===== src/hw/sram_host_pkg.sv =====
// constants for the static memory host controller
// assumes a 100 MHz mclk and an asynchronous 8K x 24 memory on the pins
package sram_host_pkg;

	// ************************************************************
	// clock and pin timing
	// ************************************************************
	localparam int CLK_NS     = 10;  // mclk period
	localparam int T_WP_NS    = 20;  // least write strobe low time
	localparam int T_ACC_NS   = 35;  // longest read access time
	localparam int T_TURN_NS  = 15;  // longest data release after read
	localparam int SYNC_CYC   = 2;   // read data synchroniser depth
	// least times round up to whole cycles, never below one
	localparam int WP_CYC     = ((T_WP_NS + CLK_NS - 1) / CLK_NS) < 1 ? 1
	                          : ((T_WP_NS + CLK_NS - 1) / CLK_NS);
	localparam int ACC_CYC    = ((T_ACC_NS + CLK_NS - 1) / CLK_NS) < 1 ? 1
	                          : ((T_ACC_NS + CLK_NS - 1) / CLK_NS);
	localparam int TURN_CYC   = ((T_TURN_NS + CLK_NS - 1) / CLK_NS) < 1 ? 1
	                          : ((T_TURN_NS + CLK_NS - 1) / CLK_NS);

	// ************************************************************
	// widths and reset values
	// ************************************************************
	localparam int DATA_W     = 24;
	localparam int ADDR_W     = 12;  // direct address inputs
	localparam int CNT_W      = 4;
	localparam logic RST_SEL_LOW  = 1'b1; // low-active select idle
	localparam logic RST_SEL_HIGH = 1'b0; // high-active select idle
	localparam logic RST_STROBE   = 1'b1; // strobes idle high

	// ************************************************************
	// controller states
	// ************************************************************
	typedef enum logic [5:0] {
		ST_IDLE     = 6'h01,
		ST_WR_SETUP = 6'h02,
		ST_WR_PULSE = 6'h04,
		ST_WR_HOLD  = 6'h08,
		ST_RD_WAIT  = 6'h10,
		ST_RD_TURN  = 6'h20
	} host_state_e;

endpackage


===== src/hw/sram_rd_if.sv =====
// carrier between the host controller and its read data synchroniser
// assumes both ends run on the same mclk
`timescale 1ns/1ps
interface sram_rd_if #(parameter int WIDTH = 24);
	logic [WIDTH-1:0] pin_data;  // raw data pins
	logic [WIDTH-1:0] synced;    // data after two flip-flops
	modport sync (input pin_data, output synced);
	modport host (output pin_data, input synced);
endinterface


===== src/hw/sram_host.sv =====
// host controller driving an asynchronous 8K x 24 static memory
// assumes a user request port on mclk and the memory wired to the pins
//
// Summary of operation
// RQ1: reads keep write strobe high throughout
// RQ2: store starts at latest select/strobe edge
// RQ3: store ends at first edge, data committed
// RQ4: write strobe high whenever address changes
// RQ5: strobe falling before select leaves pins undriven
// RQ6: never drive data while memory may drive
// RQ7: read address valid by select assertion
// RQ8: selected only when both selects asserted
// RQ9: multiplexer control changes count as address
// RQ10: multiplexer picks top bit or alternate bank
// RQ11: deasserted select means standby, no access
// RQ12: memory drives data only during reads
// RQ13: 8192 words of 24 bits addressed
`timescale 1ns/1ps
module sram_host
	import sram_host_pkg::*;
#(
	parameter int DW = DATA_W,
	parameter int AW = ADDR_W
)(
	// clock and reset
	input  wire logic          mclk,
	input  wire logic          reset_n,
	// request port
	input  wire logic          req_valid,
	output      logic          req_ready,
	input  wire logic          req_write,
	input  wire logic [AW-1:0] req_addr,
	input  wire logic          req_top_address_bit,
	input  wire logic          req_alt_bank,
	input  wire logic          req_mux_sel,
	input  wire logic [DW-1:0] req_wdata,
	// response port
	output      logic          rsp_valid,
	output      logic [DW-1:0] rsp_rdata,
	// memory pins
	output      logic [AW-1:0] mem_addr,
	output      logic          top_address_bit,
	output      logic          alt_bank,
	output      logic          mux_sel,
	output      logic          select_low_active,
	output      logic          select_high_active,
	output      logic          out_enable_n,
	output      logic          write_n,
	output      logic [DW-1:0] dq_o,
	output      logic          dq_oe,
	input  wire logic [DW-1:0] dq_i
);

	// ************************************************************
	// elaboration checks
	// ************************************************************
	// RQ13 array shape
	generate
		if (DW != DATA_W || AW != ADDR_W)
			$error("memory shape must be 8192 words of 24 bits");
	endgenerate

	// ************************************************************
	// state
	// ************************************************************
	typedef struct packed {
		host_state_e      st;
		logic [CNT_W-1:0] cnt;
		logic             ready;
		logic             rsp;
		logic [DW-1:0]    rdata;
		logic [AW-1:0]    addr;
		logic             top;
		logic             alt;
		logic             msel;
		logic             sel_lo;
		logic             sel_hi;
		logic             oe_n;
		logic             we_n;
		logic [DW-1:0]    dout;
		logic             doe;
	} host_s;

	host_s s_q;
	host_s s_d;

	sram_rd_if #(.WIDTH(DW)) rd ();

	assign rd.pin_data = dq_i;

	sram_data_sync #(.WIDTH(DW)) u_sync (
		.mclk    (mclk),
		.reset_n (reset_n),
		.rd      (rd)
	);

	// cycle limits cut to the counter width
	localparam logic [CNT_W-1:0] WP_LAST   = CNT_W'(WP_CYC - 1);
	localparam logic [CNT_W-1:0] RD_LAST   = CNT_W'(ACC_CYC + SYNC_CYC - 1);
	localparam logic [CNT_W-1:0] TURN_LAST = CNT_W'(TURN_CYC - 1);

	// ************************************************************
	// sequencer
	// ************************************************************
	always_comb
	begin
		s_d     = s_q;
		s_d.rsp = 1'b0;
		s_d.cnt = s_q.cnt + CNT_W'(1);
		case (s_q.st)
			ST_IDLE:
			begin
				s_d.cnt = '0;
				if (req_valid && s_q.ready)
				begin
					// RQ9 address and mux set together
					s_d.addr   = req_addr;
					s_d.top    = req_top_address_bit;
					s_d.alt    = req_alt_bank;
					s_d.msel   = req_mux_sel;
					// RQ8 both selects asserted
					s_d.sel_lo = 1'b0;
					s_d.sel_hi = 1'b1;
					s_d.ready  = 1'b0;
					if (req_write)
					begin
						// RQ5 select before strobe
						s_d.st   = ST_WR_SETUP;
						s_d.dout = req_wdata;
						s_d.doe  = 1'b1;
					end
					else
					begin
						// RQ7 address with select
						s_d.st   = ST_RD_WAIT;
						// RQ1 strobe stays high on reads
						s_d.oe_n = 1'b0;
					end
				end
			end
			ST_WR_SETUP:
			begin
				// RQ2 strobe is the last start edge
				s_d.st   = ST_WR_PULSE;
				s_d.we_n = 1'b0;
				s_d.cnt  = '0;
			end
			ST_WR_PULSE:
				if (s_q.cnt == WP_LAST)
				begin
					// RQ3 strobe rise ends the store
					s_d.st   = ST_WR_HOLD;
					s_d.we_n = 1'b1;
				end
			ST_WR_HOLD:
			begin
				// RQ4 address moves only with strobe high
				s_d.st     = ST_IDLE;
				s_d.sel_lo = RST_SEL_LOW;
				s_d.sel_hi = RST_SEL_HIGH;
				s_d.doe    = 1'b0;
				s_d.ready  = 1'b1;
			end
			ST_RD_WAIT:
				if (s_q.cnt == RD_LAST)
				begin
					// RQ12 capture while output enabled
					s_d.st     = ST_RD_TURN;
					s_d.rdata  = rd.synced;
					s_d.rsp    = 1'b1;
					s_d.oe_n   = RST_STROBE;
					s_d.sel_lo = RST_SEL_LOW;
					s_d.sel_hi = RST_SEL_HIGH;
					s_d.cnt    = '0;
				end
			ST_RD_TURN:
				// RQ6 wait for memory to release bus
				if (s_q.cnt == TURN_LAST)
				begin
					s_d.st    = ST_IDLE;
					s_d.ready = 1'b1;
				end
			default:
				s_d.st = ST_IDLE;
		endcase
	end

	// register the state
	always_ff @(posedge mclk or negedge reset_n)
	begin
		if (!reset_n)
		begin
			s_q        <= '0;
			s_q.st     <= ST_IDLE;
			s_q.ready  <= 1'b1;
			s_q.sel_lo <= RST_SEL_LOW;
			s_q.sel_hi <= RST_SEL_HIGH;
			s_q.oe_n   <= RST_STROBE;
			s_q.we_n   <= RST_STROBE;
		end
		else
			s_q <= s_d;
	end

	// ************************************************************
	// outputs
	// ************************************************************
	// RQ10 both top-bit sources and the mux control
	assign top_address_bit    = s_q.top;
	assign alt_bank           = s_q.alt;
	assign mux_sel            = s_q.msel;
	assign req_ready          = s_q.ready;
	assign rsp_valid          = s_q.rsp;
	assign rsp_rdata          = s_q.rdata;
	assign mem_addr           = s_q.addr;
	assign select_low_active  = s_q.sel_lo;
	assign select_high_active = s_q.sel_hi;
	assign out_enable_n       = s_q.oe_n;
	assign write_n            = s_q.we_n;
	assign dq_o               = s_q.dout;
	assign dq_oe              = s_q.doe;

	logic selected;
	assign selected = !s_q.sel_lo && s_q.sel_hi;
endmodule // sram_host


===== src/hw/sram_data_sync.sv =====
// two flip-flop synchroniser for the memory data pins
// assumes pin data is asynchronous to mclk and stable when sampled late
`timescale 1ns/1ps
module sram_data_sync
	import sram_host_pkg::*;
#(
	parameter int WIDTH = 24
)(
	// clock and reset
	input  wire logic mclk,
	input  wire logic reset_n,
	// data carrier
	sram_rd_if.sync   rd
);

	typedef struct packed {
		logic [WIDTH-1:0] meta;
		logic [WIDTH-1:0] stable;
	} sync_s;

	sync_s s_q;
	sync_s s_d;

	// first stage only feeds the second
	always_comb
	begin
		s_d        = s_q;
		s_d.meta   = rd.pin_data;
		s_d.stable = s_q.meta;
	end

	// register the state
	always_ff @(posedge mclk or negedge reset_n)
	begin
		if (!reset_n)
			s_q <= '0;
		else
			s_q <= s_d;
	end

	assign rd.synced = s_q.stable;

endmodule // sram_data_sync


===== config.mk =====
export PLATFORM = sky130hd
export DESIGN_NAME = sram_host
export DESIGN_NICKNAME = d
export VERILOG_FILES = /design/src/hw/sram_host_pkg.sv /design/src/hw/sram_rd_if.sv /design/src/hw/sram_host.sv /design/src/hw/sram_data_sync.sv
export SDC_FILE = /design/constraint.sdc
export NUM_CORES = 1
export LEC_CHECK = 0
export ABC_CLOCK_PERIOD_IN_PS = 2000
export CORE_UTILIZATION = 56
export CTS_BUF_LIST = sky130_fd_sc_hd__clkbuf_16
export CTS_CLUSTER_SIZE = 16
export DETAILED_ROUTE_END_ITERATION = 12
export DONT_BUFFER_PORTS = 1
export PLACE_DENSITY = 0.71
export SLEW_MARGIN = 5
export SYNTH_ARGS = -nofsm -noshare
export SYNTH_HDL_FRONTEND = slang
export SYNTH_HIERARCHICAL = 1
export SYNTH_SLANG_ARGS = --single-unit

===== constraint.sdc =====
create_clock -name mclk -period 2 [get_ports mclk]
set_input_delay 0.3 -clock mclk [delete_from_list [all_inputs] [get_ports mclk]]
set_output_delay 0.3 -clock mclk [all_outputs]
set_load 0.02 [all_outputs]

== Word level (Yosys, flattened, before mapping) ==
Index checks and enable logic that the tools add are counted.
Storage, ports and cells
  register bits after elaboration: 128
  input bits: 67
  output and inout bits: 70
  logic and storage cells: 69
Cells by class
  add/sub/neg operators: 1
  eq/ne operators: 14
  muxes and demuxes: 21
  reductions and logical operators: 16
Operator list (count)
  $mux W25: 2
  $pmux W6 S5: 1
  $mux W6: 3
  $ne A2 B2 Y1 const B: 6
  $reduce_and A3 Y1: 4
  $mux W10: 1
  $pmux W4 S2: 1
  $reduce_and A4 Y1: 2
  $eq A6 B1 Y1 const B: 1
  $eq A6 B2 Y1 const B: 1
  $eq A6 B3 Y1 const B: 1
  $eq A6 B4 Y1 const B: 1
  $eq A6 B5 Y1 const B: 1
  $eq A6 B6 Y1 const B: 1
  $mux W3: 2
  $pmux W1 S2: 3
  $pmux W2 S3: 1
  $reduce_and A2 Y1: 3
  $reduce_bool A2 Y1: 3
  $reduce_bool A3 Y1: 2
  $mux W1: 5
  $mux W5: 1
  $add A4 B1 Y4 const B: 1
  $eq A4 B1 Y1 const B: 1
  other kinds (4): 4

== Longest topological paths before layout ==
  depth in word-level cells: 3
  mapped depth: 7
  gate-level depth less buffers: 5

== By module ==
Netlist, hierarchy kept.
Modules (own cells, without submodules)
  sram_host: instances 1, cells an instance 264, area an instance 3593.4 µm²
  sram_data_sync: instances 1, cells an instance 48, area an instance 1201.2 µm²

== Worst setup path before layout ==
OpenSTA, ideal clock, no wires.
  path type: register -> register
  from: register s_q[76] in the netlist's numbering
  to: register s_q (netlist bit dq_o[0])
  setup time: 125 ps
  data arrival time: 2026 ps
  required time: 1875 ps
  setup slack: -151 ps
  cell stages (with the launch flop): 6
  buffers on the path: 2
  clock period less this slack: 2151 ps
  cells stage by stage: dfrtp_1 -> or4_1 -> buf_2 -> nor4_4 -> buf_6 -> mux2_2
Between the ends
  cells in the longest elaborated chain, start to end: 2
RTL lines
  from (decl): line sram_host.sv:84  | host_s s_q;
  $eq A6 B1 Y1: line sram_host.sv:110  | case (s_q.st)
  $reduce_and A3 Y1 (no source line)
No other way between the ends.
A chain may end at the register's enable or synchronous reset.

== Final worst setup path ==
  from: register s_q[76] in the netlist's numbering
  to: register s_q (netlist bit mem_addr[6])
Between the ends
  cells in the longest elaborated chain, start to end: 2
RTL lines (line)
  $eq A6 B1 Y1: sram_host.sv:110
  $reduce_and A2 Y1 (no source line)
No other way between the ends.

==> results by stage <==
STA:
- The tightest slew margin relative to the limit is 0.6841.
- The minimum clock period after layout is 1.919 ns.
- Setup violations remaining at the end of the flow were counted as 0.
- The hold violation count in the final report is 128.
- The worst-margin pin slew is 0.4728 ns.
- Clock skew on the completed layout was measured at 0.008233 ns.
- The achievable frequency is 521.1 MHz.
- Setup slack on the critical path of the routed design comes to 0.08116 ns.
- The final count of pins violating max slew is 0.
- In the finished design, the share of the clock period the worst path needs comes to 0.9594.
- Hold timing on the final database bottoms out at a slack of -0.4084 ns.

Detailed routing:
- In the final routed layout, each cell accounts on average for 16.76 µm.
- The routed layout has 2,168 vias.
- The remaining number of nets flagged by the antenna check after routing is 0.
- The count of TritonRoute iterations in the first routing pass is 4.
- After the first detailed-routing iteration, the DRC count stood at 83.
- Wires add up to 6.972 mm.
- In the routed design, unresolved DRC markers number 0.
- Dividing the detail-routed via count by the number of cells gives 5.212.

Synth:
- The share of the synthesized area in compound gates (AO/OA/AOI/OAI) is 0.02401.
- Summed over all instances, the cell type with the most area after synthesis is sky130_fd_sc_hd__dfrtp_1.
- By area the synthesized netlist is led by sky130_fd_sc_hd__dfrtp_1 64%, sky130_fd_sc_hd__mux2_2 15%, sky130_fd_sc_hd__buf_4 9.6%.
- The area share of fa/ha/maj cells after synthesis is 0.005219.
- Of the total synthesized cell area, the portion taken by XOR and XNOR cells is 0.007307.
- The area share of the largest cell type after synthesis is 0.6420.
- Synthesis inferred 128 register bits.
- Of the total synthesized cell area, the portion taken by AND, OR, NAND and NOR gates is 0.03706.
- The count of synthesis-stage warnings from yosys is 6.
- The multiplexer share of the synthesized area is 0.1480.
- The gate count of the mapped netlist is 312.
- The count of cell types in the netlist is 38.
- For this run, the register share of the synthesized area comes to 0.6694.
- Summing every instance area after synthesis gives 4795 µm².
- The number of nets in the synthesized netlist is 381.
- The dominant combinational cell family by area after synthesis is multiplexers.
- Dividing the synthesized area by the synthesized cell count gives 15.37 µm².

Status:
- The run finished, with violations left.
- The final reports fail on negative hold slack.

Die:
- The floorplan step set the die height to 94.53 µm.
- In this run the standard cell core region covers 8258 µm².
- The horizontal extent of the die is 94.53 µm.
- The boundary pin count is 137.
- The initial core utilization is 0.5806.
- The floorplan step defined a die boundary enclosing 8936 µm².
- The floorplan row count is 33.

Critical path:
- The worst endpoint data arrival time is 2.20 ns.
- The startpoint type of the worst setup path is a flip-flop.
- The startpoint-to-endpoint class of the critical path is reg2reg.
- The startpoint identified for the worst register-to-register timing path is s_q[76].
- The maximum net fanout on the critical path is 10.
- The required arrival time at the worst endpoint is 2.28 ns.
- The critical path starts at s_q[76].
- The element type at the critical path end is a flip-flop.

Placement:
- The detailed placement HPWL is 4.421 mm.
- The total of buffers placed on input and output ports is 0.
- The minimum setup slack after placement is 0.01211 ns.
- Routability-driven placement finished with a final weighted congestion of 0.7959.

Power and ir drop:
- The static power due to leakage is 2.404 nW.
- The power per standard cell area is 1217 nW/µm².
- The overall power consumption is 6.489 mW.
- The worst-case IR drop observed on VDD is 0.0007818 V.

Final layout:
- Fill cells in the final layout number 593.
- The top cell types in the final layout, fill and taps aside, are 123 x sky130_fd_sc_hd__dfrtp_1, 63 x sky130_fd_sc_hd__mux2_2, 25 x sky130_fd_sc_hd__dlygate4sd3_1, 17 x sky130_fd_sc_hd__clkbuf_16.
- In the final design database the tool counted 367 nets.
- The area growth from synthesis to layout is 11.20%.
- The total inserted antenna cells is 0.
- The most frequent standard cell in the layout excluding fill and tap cells is sky130_fd_sc_hd__dfrtp_1.
- The share of final-layout standard cells stronger than drive strength 1 is 0.3601.

Clock network:
- The count of H-tree levels built during CTS is 4.
- After clock tree synthesis, the flow added hold-fix buffers numbering 25.
- The number of buffers created by CTS is 17.
- The insertion delay to the later sink of the worst-skew pair is 0.40 ns.
- TritonCTS built the clock tree.
- The cell at the root of the clock tree is sky130_fd_sc_hd__clkbuf_16.
- The number of setup buffers added after CTS is 0.
- The clock transition at the registers of the reported paths is 0.06 ns.
- The number of buffers on the longest clock path is 2.
- The number of sinks driven by the clock tree is 128.

Global route:
- The initial antenna violation count is 0.
- The global-route wire length before repair is 10.94 mm.
- Global routing finished with a remaining overflow of 0.
- Across every metal layer, demand over resource in global routing totals 0.1705.
- The number of global-route vias before repair was 2,230.
- The largest net degree at the start of global routing is 129.

Hold path:
- The path class of the tightest hold or removal check is in2async.

Job:
- The total of max-cap violations is 0.
[synthesized netlist by cell type]
library cell and number:
sky130_fd_sc_hd__xnor2_1 2, sky130_fd_sc_hd__clkbuf_1 4, sky130_fd_sc_hd__or3b_2 1, sky130_fd_sc_hd__o211a_1 1, sky130_fd_sc_hd__nor2_1 3, sky130_fd_sc_hd__nor3_4 1, sky130_fd_sc_hd__inv_1 5, sky130_fd_sc_hd__buf_4 61
sky130_fd_sc_hd__o2bb2ai_1 2, sky130_fd_sc_hd__o21a_1 2, sky130_fd_sc_hd__dfrtp_1 123, sky130_fd_sc_hd__buf_6 2, sky130_fd_sc_hd__xor2_1 2, sky130_fd_sc_hd__buf_2 1, sky130_fd_sc_hd__nor2b_1 1, sky130_fd_sc_hd__nand3_1 2
sky130_fd_sc_hd__nand4b_1 1, sky130_fd_sc_hd__nor3_1 1, sky130_fd_sc_hd__nand2b_1 1, sky130_fd_sc_hd__dfstp_2 5, sky130_fd_sc_hd__o21ai_0 2, sky130_fd_sc_hd__nor4_4 1, sky130_fd_sc_hd__a32o_1 1, sky130_fd_sc_hd__and4b_1 1
sky130_fd_sc_hd__nor3b_1 2, sky130_fd_sc_hd__or4_1 1, sky130_fd_sc_hd__buf_1 1, sky130_fd_sc_hd__a21oi_1 4, sky130_fd_sc_hd__nor4_1 1, sky130_fd_sc_hd__and3b_1 1, sky130_fd_sc_hd__o211ai_1 2, sky130_fd_sc_hd__nand4_1 1
sky130_fd_sc_hd__o41ai_1 1, sky130_fd_sc_hd__mux2_2 63, sky130_fd_sc_hd__nand3b_1 2, sky130_fd_sc_hd__a32oi_1 1, sky130_fd_sc_hd__ha_1 2, sky130_fd_sc_hd__nand2_1 4
[what timing repair did]
| item | 4_1_cts | 5_1_grt |
|---|---|---|
| gates resized for setup | 0 | 4 |
| endpoints found under the setup margin | 0 | 38 |
| endpoints found under the hold margin | 153 | 128 |
[registers in the layout, indices dropped and copies added, names as in the netlist]
signal / flops
u_sync/rd.synced: 24
top_address_bit: 1
dq_oe: 1
u_sync/s_d: 24
select_low_active: 1
rsp_rdata: 24
alt_bank: 1
mux_sel: 1
write_n: 1
dq_o: 24
rsp_valid: 1
out_enable_n: 1
s_q: 10
mem_addr: 12
select_high_active: 1
req_ready: 1
[power breakdown]
group / leakage (nW) / internal [mW] / switching, mW
sequential: 1.55 / 2.91 / 0.514
clock: 0.260 / 1.60 / 1.12
combinational: 0.592 / 0.232 / 0.112
total: 2.40 / 4.75 / 1.74
[area by class of cell]
cell class	count	area (µm²)	share of cell area
repair buffers	36	369.1	0.06923
clock inverters	15	111.4	0.02089
clock buffers	17	425.4	0.07979
multi-input cells	110	1066	0.2000
flip-flops and latches	128	3209	0.6020
well taps	105	131.4	0.02464
inverters	5	18.77	0.003520
[routing by layer]
| layer | vias to the layer above | share of wire | wire [µm] | GRT usage |
|---|---|---|---|---|
| met1 | 1102 | 0.42 | 2909 | 0.2032 |
| met5 | - | 0 | 0 | 0 |
| li1 | 979 | - | - | - |
| met4 | 0 | 0.0090 | 63 | 0.07955 |
| met3 | 7 | 0.061 | 425 | 0.07488 |
| met2 | 80 | 0.51 | 3575 | 0.2669 |
[final timing paths]
| kind | end | slack (ns) | depth (start not counted) |
|---|---|---|---|
| min in group mclk | dq_o[13] | 0.05 | 1 |
| hold reg to reg | u_sync/rd.synced[8] | 0.34 | 0 |
| max in group asynchronous | out_enable_n | 2.13 | 0 |
| setup / recovery | mem_addr[6] | 0.08 | 5 |
| hold / removal | u_sync/rd.synced[6] | -0.41 | 0 |
| setup reg to reg | mem_addr[6] | 0.08 | 5 |
[critical path, cell delays in order, from the launching register on]
cell	delay (ns)
sky130_fd_sc_hd__dfrtp_1	0.38
sky130_fd_sc_hd__or4_4	0.56
sky130_fd_sc_hd__buf_6	0.15
sky130_fd_sc_hd__nor3_4	0.17
sky130_fd_sc_hd__buf_6	0.20
sky130_fd_sc_hd__mux2_2	0.35
[logic make-up (layout without fill, tap and decap cells)]
family          after synthesis  in the layout
flops                       128            128
buf+inv                      74             73
mux                          63             63
simple gates                 25             25
compound gates               16             16
xor+xnor                      4              4
fa+ha+maj                     2              2
[through the flow]
step / instance area (µm²) / hold slack (ns) / TNS (ns) / util / std cells
2_1_floorplan: 4800 / 0.004409 / -2.656 / - / 312
3_3_place_gp: 4529 / 0.006486 / 0 / 0.5485 / 359
3_5_place_dp: 4529 / 0.006902 / 0 / 0.5485 / 359
4_1_cts: 5316 / -0.4272 / 0 / 0.6438 / 416
5_1_grt: 5331 / -0.4397 / -0.009027 / 0.6456 / 416
6_report: 5331 / -0.4084 / 0 / 0.6456 / 416
No activity file was read; power rests on OpenSTA's default activity.
